<file path="src/clk_gate_pkg.sv">
package clk_gate_pkg;
    localparam int unsigned NUM_DRV = 12;
    localparam int unsigned AW      = 16;
    localparam int unsigned DW      = 8;

    // register byte addresses
    localparam logic [15:0] ADDR_FAULT_STAT = 16'h000C;
    localparam logic [15:0] ADDR_LOCK_STAT  = 16'h000D;
    localparam logic [15:0] ADDR_PIN_CTL    = 16'h0022;
    localparam logic [15:0] ADDR_ASSIGN_LO  = 16'h0023;
    localparam logic [15:0] ADDR_ASSIGN_HI  = 16'h0024;
    localparam logic [15:0] ADDR_ALL_EN     = 16'h0102;
    localparam logic [15:0] ADDR_XTAL_MASK  = 16'h0141;
    localparam logic [15:0] ADDR_LOCK_MASK  = 16'h0142;
    localparam logic [15:0] DRV_EN_OFS [NUM_DRV] = '{
        16'h0103, 16'h0108, 16'h010D, 16'h0112, 16'h0117, 16'h011C,
        16'h0121, 16'h0126, 16'h012B, 16'h0130, 16'h0135, 16'h013A};
    localparam logic [15:0] DRV_CFG_OFS [NUM_DRV] = '{
        16'h0104, 16'h0109, 16'h010E, 16'h0113, 16'h0118, 16'h011D,
        16'h0122, 16'h0127, 16'h012C, 16'h0131, 16'h0136, 16'h013B};

    // field positions
    localparam int unsigned BIT_CAL       = 0;
    localparam int unsigned BIT_XTAL      = 1;
    localparam int unsigned BIT_LOCK      = 1;
    localparam int unsigned BIT_PIN_REG   = 0;
    localparam int unsigned BIT_PIN_SPARE = 1;
    localparam int unsigned BIT_ALL_EN    = 0;
    localparam int unsigned BIT_DRV_EN    = 1;
    localparam int unsigned BIT_SYNC      = 3;
    localparam int unsigned BIT_LVL       = 4;
    localparam int unsigned BIT_XTAL_MASK = 6;
    localparam int unsigned BIT_LOCK_MASK = 1;

    // reset values and encodings
    localparam logic        RST_ENABLE = 1'b0;
    localparam logic        RST_MASK   = 1'b0;
    localparam logic        RST_SYNC   = 1'b0;
    localparam logic        RST_PIN_REG = 1'b1;
    localparam logic [11:0] RST_ASSIGN = 12'hFFF;
    localparam logic [1:0]  LVL_LOW    = 2'h0;
    localparam logic [1:0]  LVL_HIGH   = 2'h1;

    typedef struct packed {
        logic       sync_sel;
        logic [1:0] level;
        logic       drv_en;
    } drv_cfg_t;

    typedef struct packed {
        logic calib;
        logic xtal;
        logic lock;
        logic pin_off;
    } fault_t;
endpackage

</file>
<file path="src/clock_output_enable_gating.sv">
module clock_output_enable_gating (
    // clock, reset, clock enable
    input  wire logic                        mclk,
    input  wire logic                        rst,
    input  wire logic                        ce,
    // register port
    input  wire logic [clk_gate_pkg::AW-1:0] reg_addr,
    input  wire logic                        reg_wr,
    input  wire logic [clk_gate_pkg::DW-1:0] reg_wdata,
    input  wire logic                        reg_rd,
    output logic      [clk_gate_pkg::DW-1:0] reg_rdata,
    output logic                             reg_rvalid,
    // device pins and fault inputs, asynchronous to mclk
    input  wire logic                        ext_enable_n_pin,
    input  wire logic                        lock_loss_in,
    input  wire logic                        crystal_fail_in,
    input  wire logic                        calibration_active_in,
    input  wire logic [clk_gate_pkg::NUM_DRV-1:0] src_clk,
    // gated driver outputs
    output logic      [clk_gate_pkg::NUM_DRV-1:0] drv_out,
    output logic      [clk_gate_pkg::NUM_DRV-1:0] drv_active
);
    import clk_gate_pkg::*;

    localparam int unsigned NPIN = NUM_DRV + 4;

    // synchroniser stages and edge history
    logic [NPIN-1:0]    meta_q;
    logic [NPIN-1:0]    sync_q;
    logic [NUM_DRV-1:0] src_prev_q;
    logic [NUM_DRV-1:0] src_s;
    logic [NUM_DRV-1:0] rise;
    fault_t             fault;

    // control registers
    logic               all_en_q;
    logic               xtal_mask_q;
    logic               lock_mask_q;
    logic               pin_reg_q;
    logic               pin_spare_q;
    logic [11:0]        assign_q;
    drv_cfg_t           cfg_q [NUM_DRV];

    // gating state
    logic [NUM_DRV-1:0] req;
    logic [NUM_DRV-1:0] en_nxt;
    logic [NUM_DRV-1:0] en_q;
    logic [NUM_DRV-1:0] out_q;
    logic [NUM_DRV-1:0] lvl;
    logic               global_ok;

    // read path
    logic [DW-1:0]      rdata_d;
    logic [DW-1:0]      rdata_q;
    logic               rvalid_q;

    // two-flop synchroniser; first stage feeds only the second
    always_ff @(posedge mclk or posedge rst) begin
        if (rst) begin
            meta_q <= '0;
            sync_q <= '0;
        end else if (ce) begin
            meta_q <= {calibration_active_in, crystal_fail_in,
                       lock_loss_in, ext_enable_n_pin, src_clk};
            sync_q <= meta_q;
        end
    end

    // driver clocks after resync, with one more stage for edge detect
    always_ff @(posedge mclk or posedge rst) begin
        if (rst) begin
            src_prev_q <= '0;
        end else if (ce) begin
            src_prev_q <= src_s;
        end
    end

    assign src_s         = sync_q[NUM_DRV-1:0];
    assign rise          = src_s & ~src_prev_q; // period boundary
    assign fault.pin_off = sync_q[NUM_DRV];
    assign fault.lock    = sync_q[NUM_DRV+1];
    assign fault.xtal    = sync_q[NUM_DRV+2]; // crystal fault
    assign fault.calib   = sync_q[NUM_DRV+3];

    // global control writes; unmapped addresses are ignored
    always_ff @(posedge mclk or posedge rst) begin
        if (rst) begin
            all_en_q    <= RST_ENABLE;
            xtal_mask_q <= RST_MASK;
            lock_mask_q <= RST_MASK;
            pin_reg_q   <= RST_PIN_REG;
            pin_spare_q <= 1'b0;
            assign_q    <= RST_ASSIGN;
        end else if (ce && reg_wr) begin
            if (reg_addr == ADDR_ALL_EN) begin
                all_en_q <= reg_wdata[BIT_ALL_EN];
            end else if (reg_addr == ADDR_XTAL_MASK) begin
                xtal_mask_q <= reg_wdata[BIT_XTAL_MASK];
            end else if (reg_addr == ADDR_LOCK_MASK) begin
                lock_mask_q <= reg_wdata[BIT_LOCK_MASK];
            end else if (reg_addr == ADDR_PIN_CTL) begin
                pin_reg_q   <= reg_wdata[BIT_PIN_REG];
                pin_spare_q <= reg_wdata[BIT_PIN_SPARE];
            end else if (reg_addr == ADDR_ASSIGN_LO) begin
                assign_q[7:0] <= reg_wdata;
            end else if (reg_addr == ADDR_ASSIGN_HI) begin
                assign_q[11:8] <= reg_wdata[3:0];
            end
        end
    end

    // every non-driver source except the enable pin and its register bit pin_reg_q is shared by all drivers
    assign global_ok = all_en_q
                     & ~(fault.lock & ~lock_mask_q)
                     & ~(fault.xtal & ~xtal_mask_q)
                     & ~fault.calib;

    // per-driver configuration, request and gating
    for (genvar i = 0; i < NUM_DRV; i++) begin : g_drv

        // driver enable byte and mode/level byte
        always_ff @(posedge mclk or posedge rst) begin
            if (rst) begin
                cfg_q[i].drv_en   <= RST_ENABLE;
                cfg_q[i].sync_sel <= RST_SYNC;
                cfg_q[i].level    <= LVL_LOW;
            end else if (ce && reg_wr) begin
                if (reg_addr == DRV_EN_OFS[i]) begin
                    cfg_q[i].drv_en <= reg_wdata[BIT_DRV_EN];
                end else if (reg_addr == DRV_CFG_OFS[i]) begin
                    cfg_q[i].sync_sel <= reg_wdata[BIT_SYNC];
                    cfg_q[i].level    <= reg_wdata[BIT_LVL+1:BIT_LVL];
                end
            end
        end

        // any one unmasked source that reaches this driver (the pin only where assign_q is set) is enough to stop it
        assign req[i] = global_ok & cfg_q[i].drv_en
                      & ~(assign_q[i]
                          & (fault.pin_off | ~pin_reg_q));

        // reserved level codes hold low, so only code 1 drives high
        assign lvl[i] = (cfg_q[i].level == LVL_HIGH);

        // mode choice covers manual and automatic changes alike
        assign en_nxt[i] = (cfg_q[i].sync_sel && !rise[i])
                         ? en_q[i]
                         : req[i];

        // enable state; in sync mode it moves only at a rising edge
        always_ff @(posedge mclk or posedge rst) begin
            if (rst) begin
                en_q[i] <= RST_ENABLE;
            end else if (ce) begin
                en_q[i] <= en_nxt[i];
            end
        end

        // output follows the clock or holds the static level
        always_ff @(posedge mclk or posedge rst) begin
            if (rst) begin
                out_q[i] <= 1'b0;
            end else if (ce) begin
                out_q[i] <= en_nxt[i] ? src_s[i] : lvl[i];
            end
        end
    end

    // read decode; reserved bits read zero
    always_comb begin
        rdata_d = '0;
        if (reg_addr == ADDR_FAULT_STAT) begin
            rdata_d[BIT_CAL]  = fault.calib;
            rdata_d[BIT_XTAL] = fault.xtal;
        end else if (reg_addr == ADDR_LOCK_STAT) begin
            rdata_d[BIT_LOCK] = fault.lock;
        end else if (reg_addr == ADDR_PIN_CTL) begin
            rdata_d[BIT_PIN_REG]   = pin_reg_q;
            rdata_d[BIT_PIN_SPARE] = pin_spare_q;
        end else if (reg_addr == ADDR_ASSIGN_LO) begin
            rdata_d = assign_q[7:0];
        end else if (reg_addr == ADDR_ASSIGN_HI) begin
            rdata_d[3:0] = assign_q[11:8];
        end else if (reg_addr == ADDR_ALL_EN) begin
            rdata_d[BIT_ALL_EN] = all_en_q;
        end else if (reg_addr == ADDR_XTAL_MASK) begin
            rdata_d[BIT_XTAL_MASK] = xtal_mask_q;
        end else if (reg_addr == ADDR_LOCK_MASK) begin
            rdata_d[BIT_LOCK_MASK] = lock_mask_q;
        end else begin
            for (int k = 0; k < NUM_DRV; k++) begin
                if (reg_addr == DRV_EN_OFS[k]) begin
                    rdata_d[BIT_DRV_EN] = cfg_q[k].drv_en;
                end else if (reg_addr == DRV_CFG_OFS[k]) begin
                    rdata_d[BIT_SYNC]            = cfg_q[k].sync_sel;
                    rdata_d[BIT_LVL+1:BIT_LVL]   = cfg_q[k].level;
                end
            end
        end
    end

    // read answer one cycle after the strobe
    always_ff @(posedge mclk or posedge rst) begin
        if (rst) begin
            rdata_q  <= '0;
            rvalid_q <= 1'b0;
        end else if (ce) begin
            rvalid_q <= reg_rd;
            if (reg_rd) begin
                rdata_q <= rdata_d;
            end
        end
    end

    assign reg_rdata  = rdata_q;
    assign reg_rvalid = rvalid_q;
    assign drv_out    = out_q;
    assign drv_active = en_q;

    for (genvar j = 0; j < NUM_DRV; j++) begin : g_chk

    end
endmodule // clock_output_enable_gating

</file>
<file path="config.mk">
export PLATFORM = sky130hd
export DESIGN_NAME = clock_output_enable_gating
export DESIGN_NICKNAME = d
export VERILOG_FILES = /design/src/clk_gate_pkg.sv /design/src/clock_output_enable_gating.sv
export SDC_FILE = /design/constraint.sdc
export NUM_CORES = 1
export LEC_CHECK = 0
export ABC_AREA = 1
export ABC_CLOCK_PERIOD_IN_PS = 4050
export BUFFER_PORTS_ARGS = -buffer_cell sky130_fd_sc_hd__buf_2
export CAP_MARGIN = 20
export CORE_MARGIN = 10
export CORE_UTILIZATION = 45
export CTS_CLUSTER_SIZE = 10
export DETAILED_ROUTE_END_ITERATION = 7
export PLACE_DENSITY_LB_ADDON = 0.1
export SYNTH_ARGS = -nofsm -noshare
export SYNTH_HDL_FRONTEND = slang
export SYNTH_SLANG_ARGS = --single-unit
</file>
<file path="constraint.sdc">
create_clock -name mclk -period 4.05 [get_ports mclk]
set_clock_uncertainty 0.05 [all_clocks]
set_input_delay 0.405 -clock mclk [delete_from_list [all_inputs] [get_ports mclk]]
set_output_delay 0.405 -clock mclk [all_outputs]
set_load 0.01 [all_outputs]
</file>
### Yosys cells after proc, flatten, opt, wreduce, memory -nomap -nowiden

Index checks and enable logic that the tools add are counted.

| operators by class | value |
|---|---|
| add/subtract/negate cells | 0 |
| multipliers | 0 |
| div/mod/pow operators | 0 |
| order comparisons | 0 |
| equality and inequality tests | 44 |
| shifts and indexed selects | 0 |
| muxes and demuxes | 105 |
| bitwise gates (word level) | 79 |
| reduce and logical (&&, ||, !) cells | 56 |

Operator list:

| kind | count |
|---|---|
| $eq 16x9->1 const B | 27 |
| $mux 3 | 51 |
| $eq 16x6->1 const B | 3 |
| $mux 1 | 46 |
| $and 1x1->1 | 41 |
| $reduce_and 3->1 | 13 |
| $not 1->1 | 35 |
| $eq 16x4->1 const B | 2 |
| $reduce_and 2->1 | 14 |
| $eq 2x1->1 const B | 12 |
| $mux 6 | 3 |
| $logic_and 1x1->1 | 13 |
| $and 12x12->12 | 1 |
| $logic_not 1->1 | 12 |
| $not 12->12 | 1 |
| $mux 7 | 1 |
| $reduce_and 7->1 | 1 |
| $mux 2 | 3 |
| $reduce_and 6->1 | 1 |
| $reduce_and 5->1 | 1 |
| $mux 4 | 1 |
| $reduce_and 4->1 | 1 |
| $or 1x1->1 | 1 |

| storage, ports and cells | value |
|---|---|
| flip-flop bits (word level) | 142 |
| bits in latches | 0 |
| bits in writable memories | 0 |
| memory bits (read-only) | 0 |
| input bits | 45 |
| word-level logic and storage cells | 356 |
| memories | 0 |

### Depth between registers and ports, before layout

| depth | value |
|---|---|
| depth in word-level cells | 57 |
| gate-level depth with buffers | 23 |
| gate-level depth less buffers | 23 |

### Least setup slack after synthesis

OpenSTA, ideal clock, no wires.

| timing | value |
|---|---|
| path type | input -> register |
| start | in reg_addr[11] (netlist name) |
| end | reg rdata_q[3], in the netlist reg_rdata[3] |
| library setup time | 0.117 ns |
| arrival | 1.804 ns |
| required time | 3.883 ns |
| slack | 2.079 ns |
| stages on the path | 13 |
| path buffers | 0 |
| path through | nor2_1 > inv_1 > nor4_4 > nand2_1 > nor2_2 > inv_2 > o2111ai_1 > or2_2 > a21oi_1 > nand2_1 > nand2_1 > nand2_1 > nand2_1 |

| on the way | value |
|---|---|
| longest elaborated chain between the ends | 57 |
| elaborated cells on any way between the ends | 88 |
| classes of those cells | eq/ne (32); mux (56) |

Ends and longest elaborated chain:

| what | line | source |
|---|---|---|
| from (decl) | clock_output_enable_gating.sv:7 | `input wire logic [clk_gate_pkg::AW-1:0] reg_addr,` |
| $eq 16x9->1 | clock_output_enable_gating.sv:194 | `end else if (reg_addr == DRV_CFG_OFS[k]) begin` |
| $mux 3 | clock_output_enable_gating.sv:194 |  |
| $mux 3 | clock_output_enable_gating.sv:192 | `if (reg_addr == DRV_EN_OFS[k]) begin` |
| $mux 3 | clock_output_enable_gating.sv:194 |  |
| $mux 3 | clock_output_enable_gating.sv:192 |  |
| $mux 3 | clock_output_enable_gating.sv:194 |  |
| $mux 3 | clock_output_enable_gating.sv:192 |  |
| $mux 3 | clock_output_enable_gating.sv:194 |  |
| [... 41 more ...] | -- |  |
| $mux 3 | clock_output_enable_gating.sv:188 | `end else if (reg_addr == ADDR_LOCK_MASK) begin` |
| $mux 3 | clock_output_enable_gating.sv:186 | `end else if (reg_addr == ADDR_XTAL_MASK) begin` |
| $mux 4 | clock_output_enable_gating.sv:184 | `end else if (reg_addr == ADDR_ALL_EN) begin` |
| $mux 1 | clock_output_enable_gating.sv:182 | `end else if (reg_addr == ADDR_ASSIGN_HI) begin` |
| $mux 7 | clock_output_enable_gating.sv:180 | `end else if (reg_addr == ADDR_ASSIGN_LO) begin` |
| $mux 6 | clock_output_enable_gating.sv:177 | `end else if (reg_addr == ADDR_PIN_CTL) begin` |
| $mux 6 | clock_output_enable_gating.sv:175 | `end else if (reg_addr == ADDR_LOCK_STAT) begin` |
| $mux 6 (*) | clock_output_enable_gating.sv:172 | `if (reg_addr == ADDR_FAULT_STAT) begin` |
| to (signal assigned) | clock_output_enable_gating.sv:210 | `rdata_q <= rdata_d;` |
| to (decl) | clock_output_enable_gating.sv:54 | `logic [DW-1:0] rdata_q;` |

Every way passes the cells marked *; elsewhere a longest branch is shown, timed or not. The select of a mux whose other input is x is not followed.
A chain may end at the register's enable or synchronous reset.

### Final worst setup path

| timing | value |
|---|---|
| start | in reg_addr[15] (netlist name) |
| end | reg rdata_q[3], in the netlist reg_rdata[3] |

Same word-level chain as after synthesis.

==> reports/metrics.yaml <==
status:
  outcome: "complete, no violations"
timing:
  max_freq_mhz: 430
  hold_violations: 0
  fin_crit_ns: 2.32
  hold_slack_ns: 0.128
  worstMarginPinSlew_ns: 0.974
  layout_setup_ws_ns: 1.73
  period_share: 0.574
  slew_headroom: 0.351
  setup_violations: 0
  rsz0062_at_grt: "false"
  fin_setup_tns_ns: 0
  slew_violations: 0
drt:
  drtIter0Drc: 499
  dr_total_vias: 5998
  wirelength_mm: 19.4
  wire_per_inst_um: 16.8
  post_drt_via_cell_ratio: 5.19
  drc_errors: 0
  drt_first_pass_iters: 5
  ant_nets: 0
cells_and_area:
  multi_input_area_sq_um: 2860
  post_route_cells_drive_above_1_share: 0.178
  final-seq-area_sq_um: 3570
  final_area_sq_um: 8110
  n_antenna_cell: 0
  final_util: 0.533
  nNetsFinal: 1001
  syn_to_final_growth_pct: 16.3
  fillerInstances: 1512
  fin_cells: 1155
worst_setup_path:
  crit_required_ns: 4.31
  cp-end-kind: "register"
  critical_path_class: "input pin to register"
  crit_fanout: 15
  startpoint_type: "input pin"
  arrival_ns: 2.58
floorplan:
  rows: 45
  die_area_sq_um: 20900
  io_pins: 78
  core_area_sq_um: 15200
  die_w_um: 144
  initial_utilization: 0.459
  die_h_um: 144
clock_network:
  ctsHoldBuffers: 0
  cts_resized: 0
  cts_tree: "yes"
  cts_inserted_buffers: 17
  clock-sinks: 142
  path_clk_slew_ns: 0.06
  h-tree-depth: 4
  cts_buffer_depth: 2
  clock_latency_ns: 0.42
  clockRootBuffer: "clkbuf_16"
  post_cts_buffers: 0
yosys:
  yosys_warnings: 0
  syn_area_per_cell_sq_um: 7.93
  syn-num-nets: 924
  synth_area_sq_um: 6970
  synthDominantCellAreaShare: 0.463
  ys_seq_elements: 142
  synth_top_flop_cell: "dfrtp_1"
  yosysTopAreaCell: "dfrtp_1"
  yosysSeqAreaShare: 0.512
  ys_types: 40
  synth-edff-count: 0
  ys_async_sr_fraction: 1.00
  ys_top_cells_by_area: "dfrtp_1 (46%), nand2_1 (16%), o21ai_0 (6.2%)"
  syn_inst: 879
grt:
  antenna_found_initial: 0
  gr-total-overflow: 0
  track_usage: 0.195
  grt_max_degree: 67
  grt_pass1_vias: 5885
  grt_pass1_wl_mm: 31.9
power_and_ir_drop:
  total_power_mw: 3.17
  ir_worst_vdd_v: 0.000294
  powerDensity_nw_per_um2: 392
  p_leak_nw: 3.90
place:
  place_congestion: 0.932
  post-dp-hpwl_mm: 14.3
  dp_cells: 1125
  pre_cts_ws_ns: 1.33
  placed_area_sq_um: 7560
  port_buffers: 77
worst_hold_path:
  min_path_type: "input pin to register"
run:
  max-cap-violations: 0
## final timing paths
path,startpoint,end,slack [ns],depth (start not counted)
worst max register to register,sync_q[15]$_DFFE_PP0P_,drv_out[11]$_DFFE_PP0P_,1.75,7
worst min-delay path,src_clk[1],meta_q[1]$_DFFE_PP0P_,0.13,3
min in group asynchronous,rst,cfg_q[40]$_DFFE_PP0P_,0.14,2
max in group asynchronous,rst,assign_q[5]$_DFFE_PP1P_,2.92,3
worst min register to register,src_prev_q[0]$_DFFE_PP0P_,src_prev_q[0]$_DFFE_PP0P_,0.42,2
worst max-delay path,reg_addr[15],reg_rdata[3]$_DFFE_PP0P_,1.73,17
## metal layers
metal  share of wire  global-route usage
met1            0.51               0.289
met2            0.42               0.274
met3           0.065              0.0495
met4           0.013              0.0521
met5               0                   0
## worst max-delay path, stage by stage
cell and delay [ns]:
buf_2 0.09, nor2_1 0.10, nand2_1 0.14, nor2_4 0.36
nand2_1 0.20, nor2_2 0.21, inv_2 0.05, nor2_1 0.43
a21oi_1 0.08, nand2_1 0.10, nand2_1 0.06, nand2_1 0.06
nand2_1 0.07, nand2_1 0.08, nand2_1 0.05, nand2_1 0.06
nand2_1 0.05
## layout by cell type (no fill, tap or decap), types with 3 or more instances in the layout
| cell type | netlist | routed |
|---|---|---|
| nor3_1 | 6 | 6 |
| inv_2 | 19 | 20 |
| nor2_2 | 5 | 5 |
| nor2_4 | 3 | 3 |
| inv_1 | 98 | 96 |
| dfrtp_1 | 129 | 129 |
| nand2_1 | 293 | 293 |
| a21oi_1 | 31 | 30 |
| clkbuf_16 | 0 | 17 |
| buf_4 | 0 | 6 |
| nor2_1 | 62 | 62 |
| a22o_1 | 3 | 3 |
| nand3_1 | 23 | 23 |
| dfstp_2 | 13 | 13 |
| o21ai_1 | 3 | 3 |
| nand4_1 | 10 | 10 |
| clkinvlp_4 | 0 | 4 |
| a41oi_1 | 6 | 6 |
| a31oi_1 | 4 | 4 |
| clkinv_2 | 0 | 4 |
| nor3_2 | 4 | 4 |
| buf_2 | 0 | 77 |
| a32oi_1 | 6 | 6 |
| o221ai_1 | 12 | 12 |
| nand3b_1 | 8 | 8 |
| mux2i_1 | 5 | 5 |
| o211ai_1 | 4 | 4 |
| o21ai_0 | 86 | 86 |
## registers in the layout (all words and copies together) (netlist names)
register / cells
pin_reg_q: 1
cfg_q: 48
reg_rvalid: 1
src_prev_q: 12
meta_q: 16
assign_q: 12
lock_mask_q: 1
all_en_q: 1
xtal_mask_q: 1
drv_out: 12
reg_rdata: 8
drv_active: 12
pin_spare_q: 1
sync_q: 16
## cell usage after synthesis, types with 5 or more instances
cell type and n:
nand3_1 23, a21oi_1 31, nor3_1 6, o21ai_0 86, nand4_1 10, nor2_2 5, nor2_1 62, dfstp_2 13
inv_2 19, a32oi_1 6, mux2i_1 5, nand3b_1 8, nand2_1 293, clkbuf_1 23, dfrtp_1 129, a41oi_1 6
o221ai_1 12, inv_1 98
## power breakdown
| group | leakage, nW | total [mW] | switching [mW] | internal [mW] |
|---|---|---|---|---|
| combinational | 1.84 | 0.196 | 0.143 | 0.0535 |
| clock | 0.264 | 1.48 | 0.614 | 0.869 |
| sequential | 1.80 | 1.50 | 0.0269 | 1.47 |
## kinds of logic after synthesis
| logic type | Yosys count | synth area share |
|---|---|---|
| buf+inv | 143 | 0.0781 |
| compound gates | 161 | 0.136 |
| mux | 7 | 0.0104 |
| simple gates | 426 | 0.263 |
| flops | 142 | 0.512 |
## layout make-up
| cell class | instances | share of cell area |
|---|---|---|
| clock buffer | 20 | 0.0563 |
| clock inverter | 10 | 0.0111 |
| inverter | 117 | 0.0546 |
| multi-input combinational | 594 | 0.353 |
| sequential | 142 | 0.440 |
| tap | 188 | 0.0290 |
| timing repair buffer | 84 | 0.0556 |
Power figures use the tool's default switching activity.
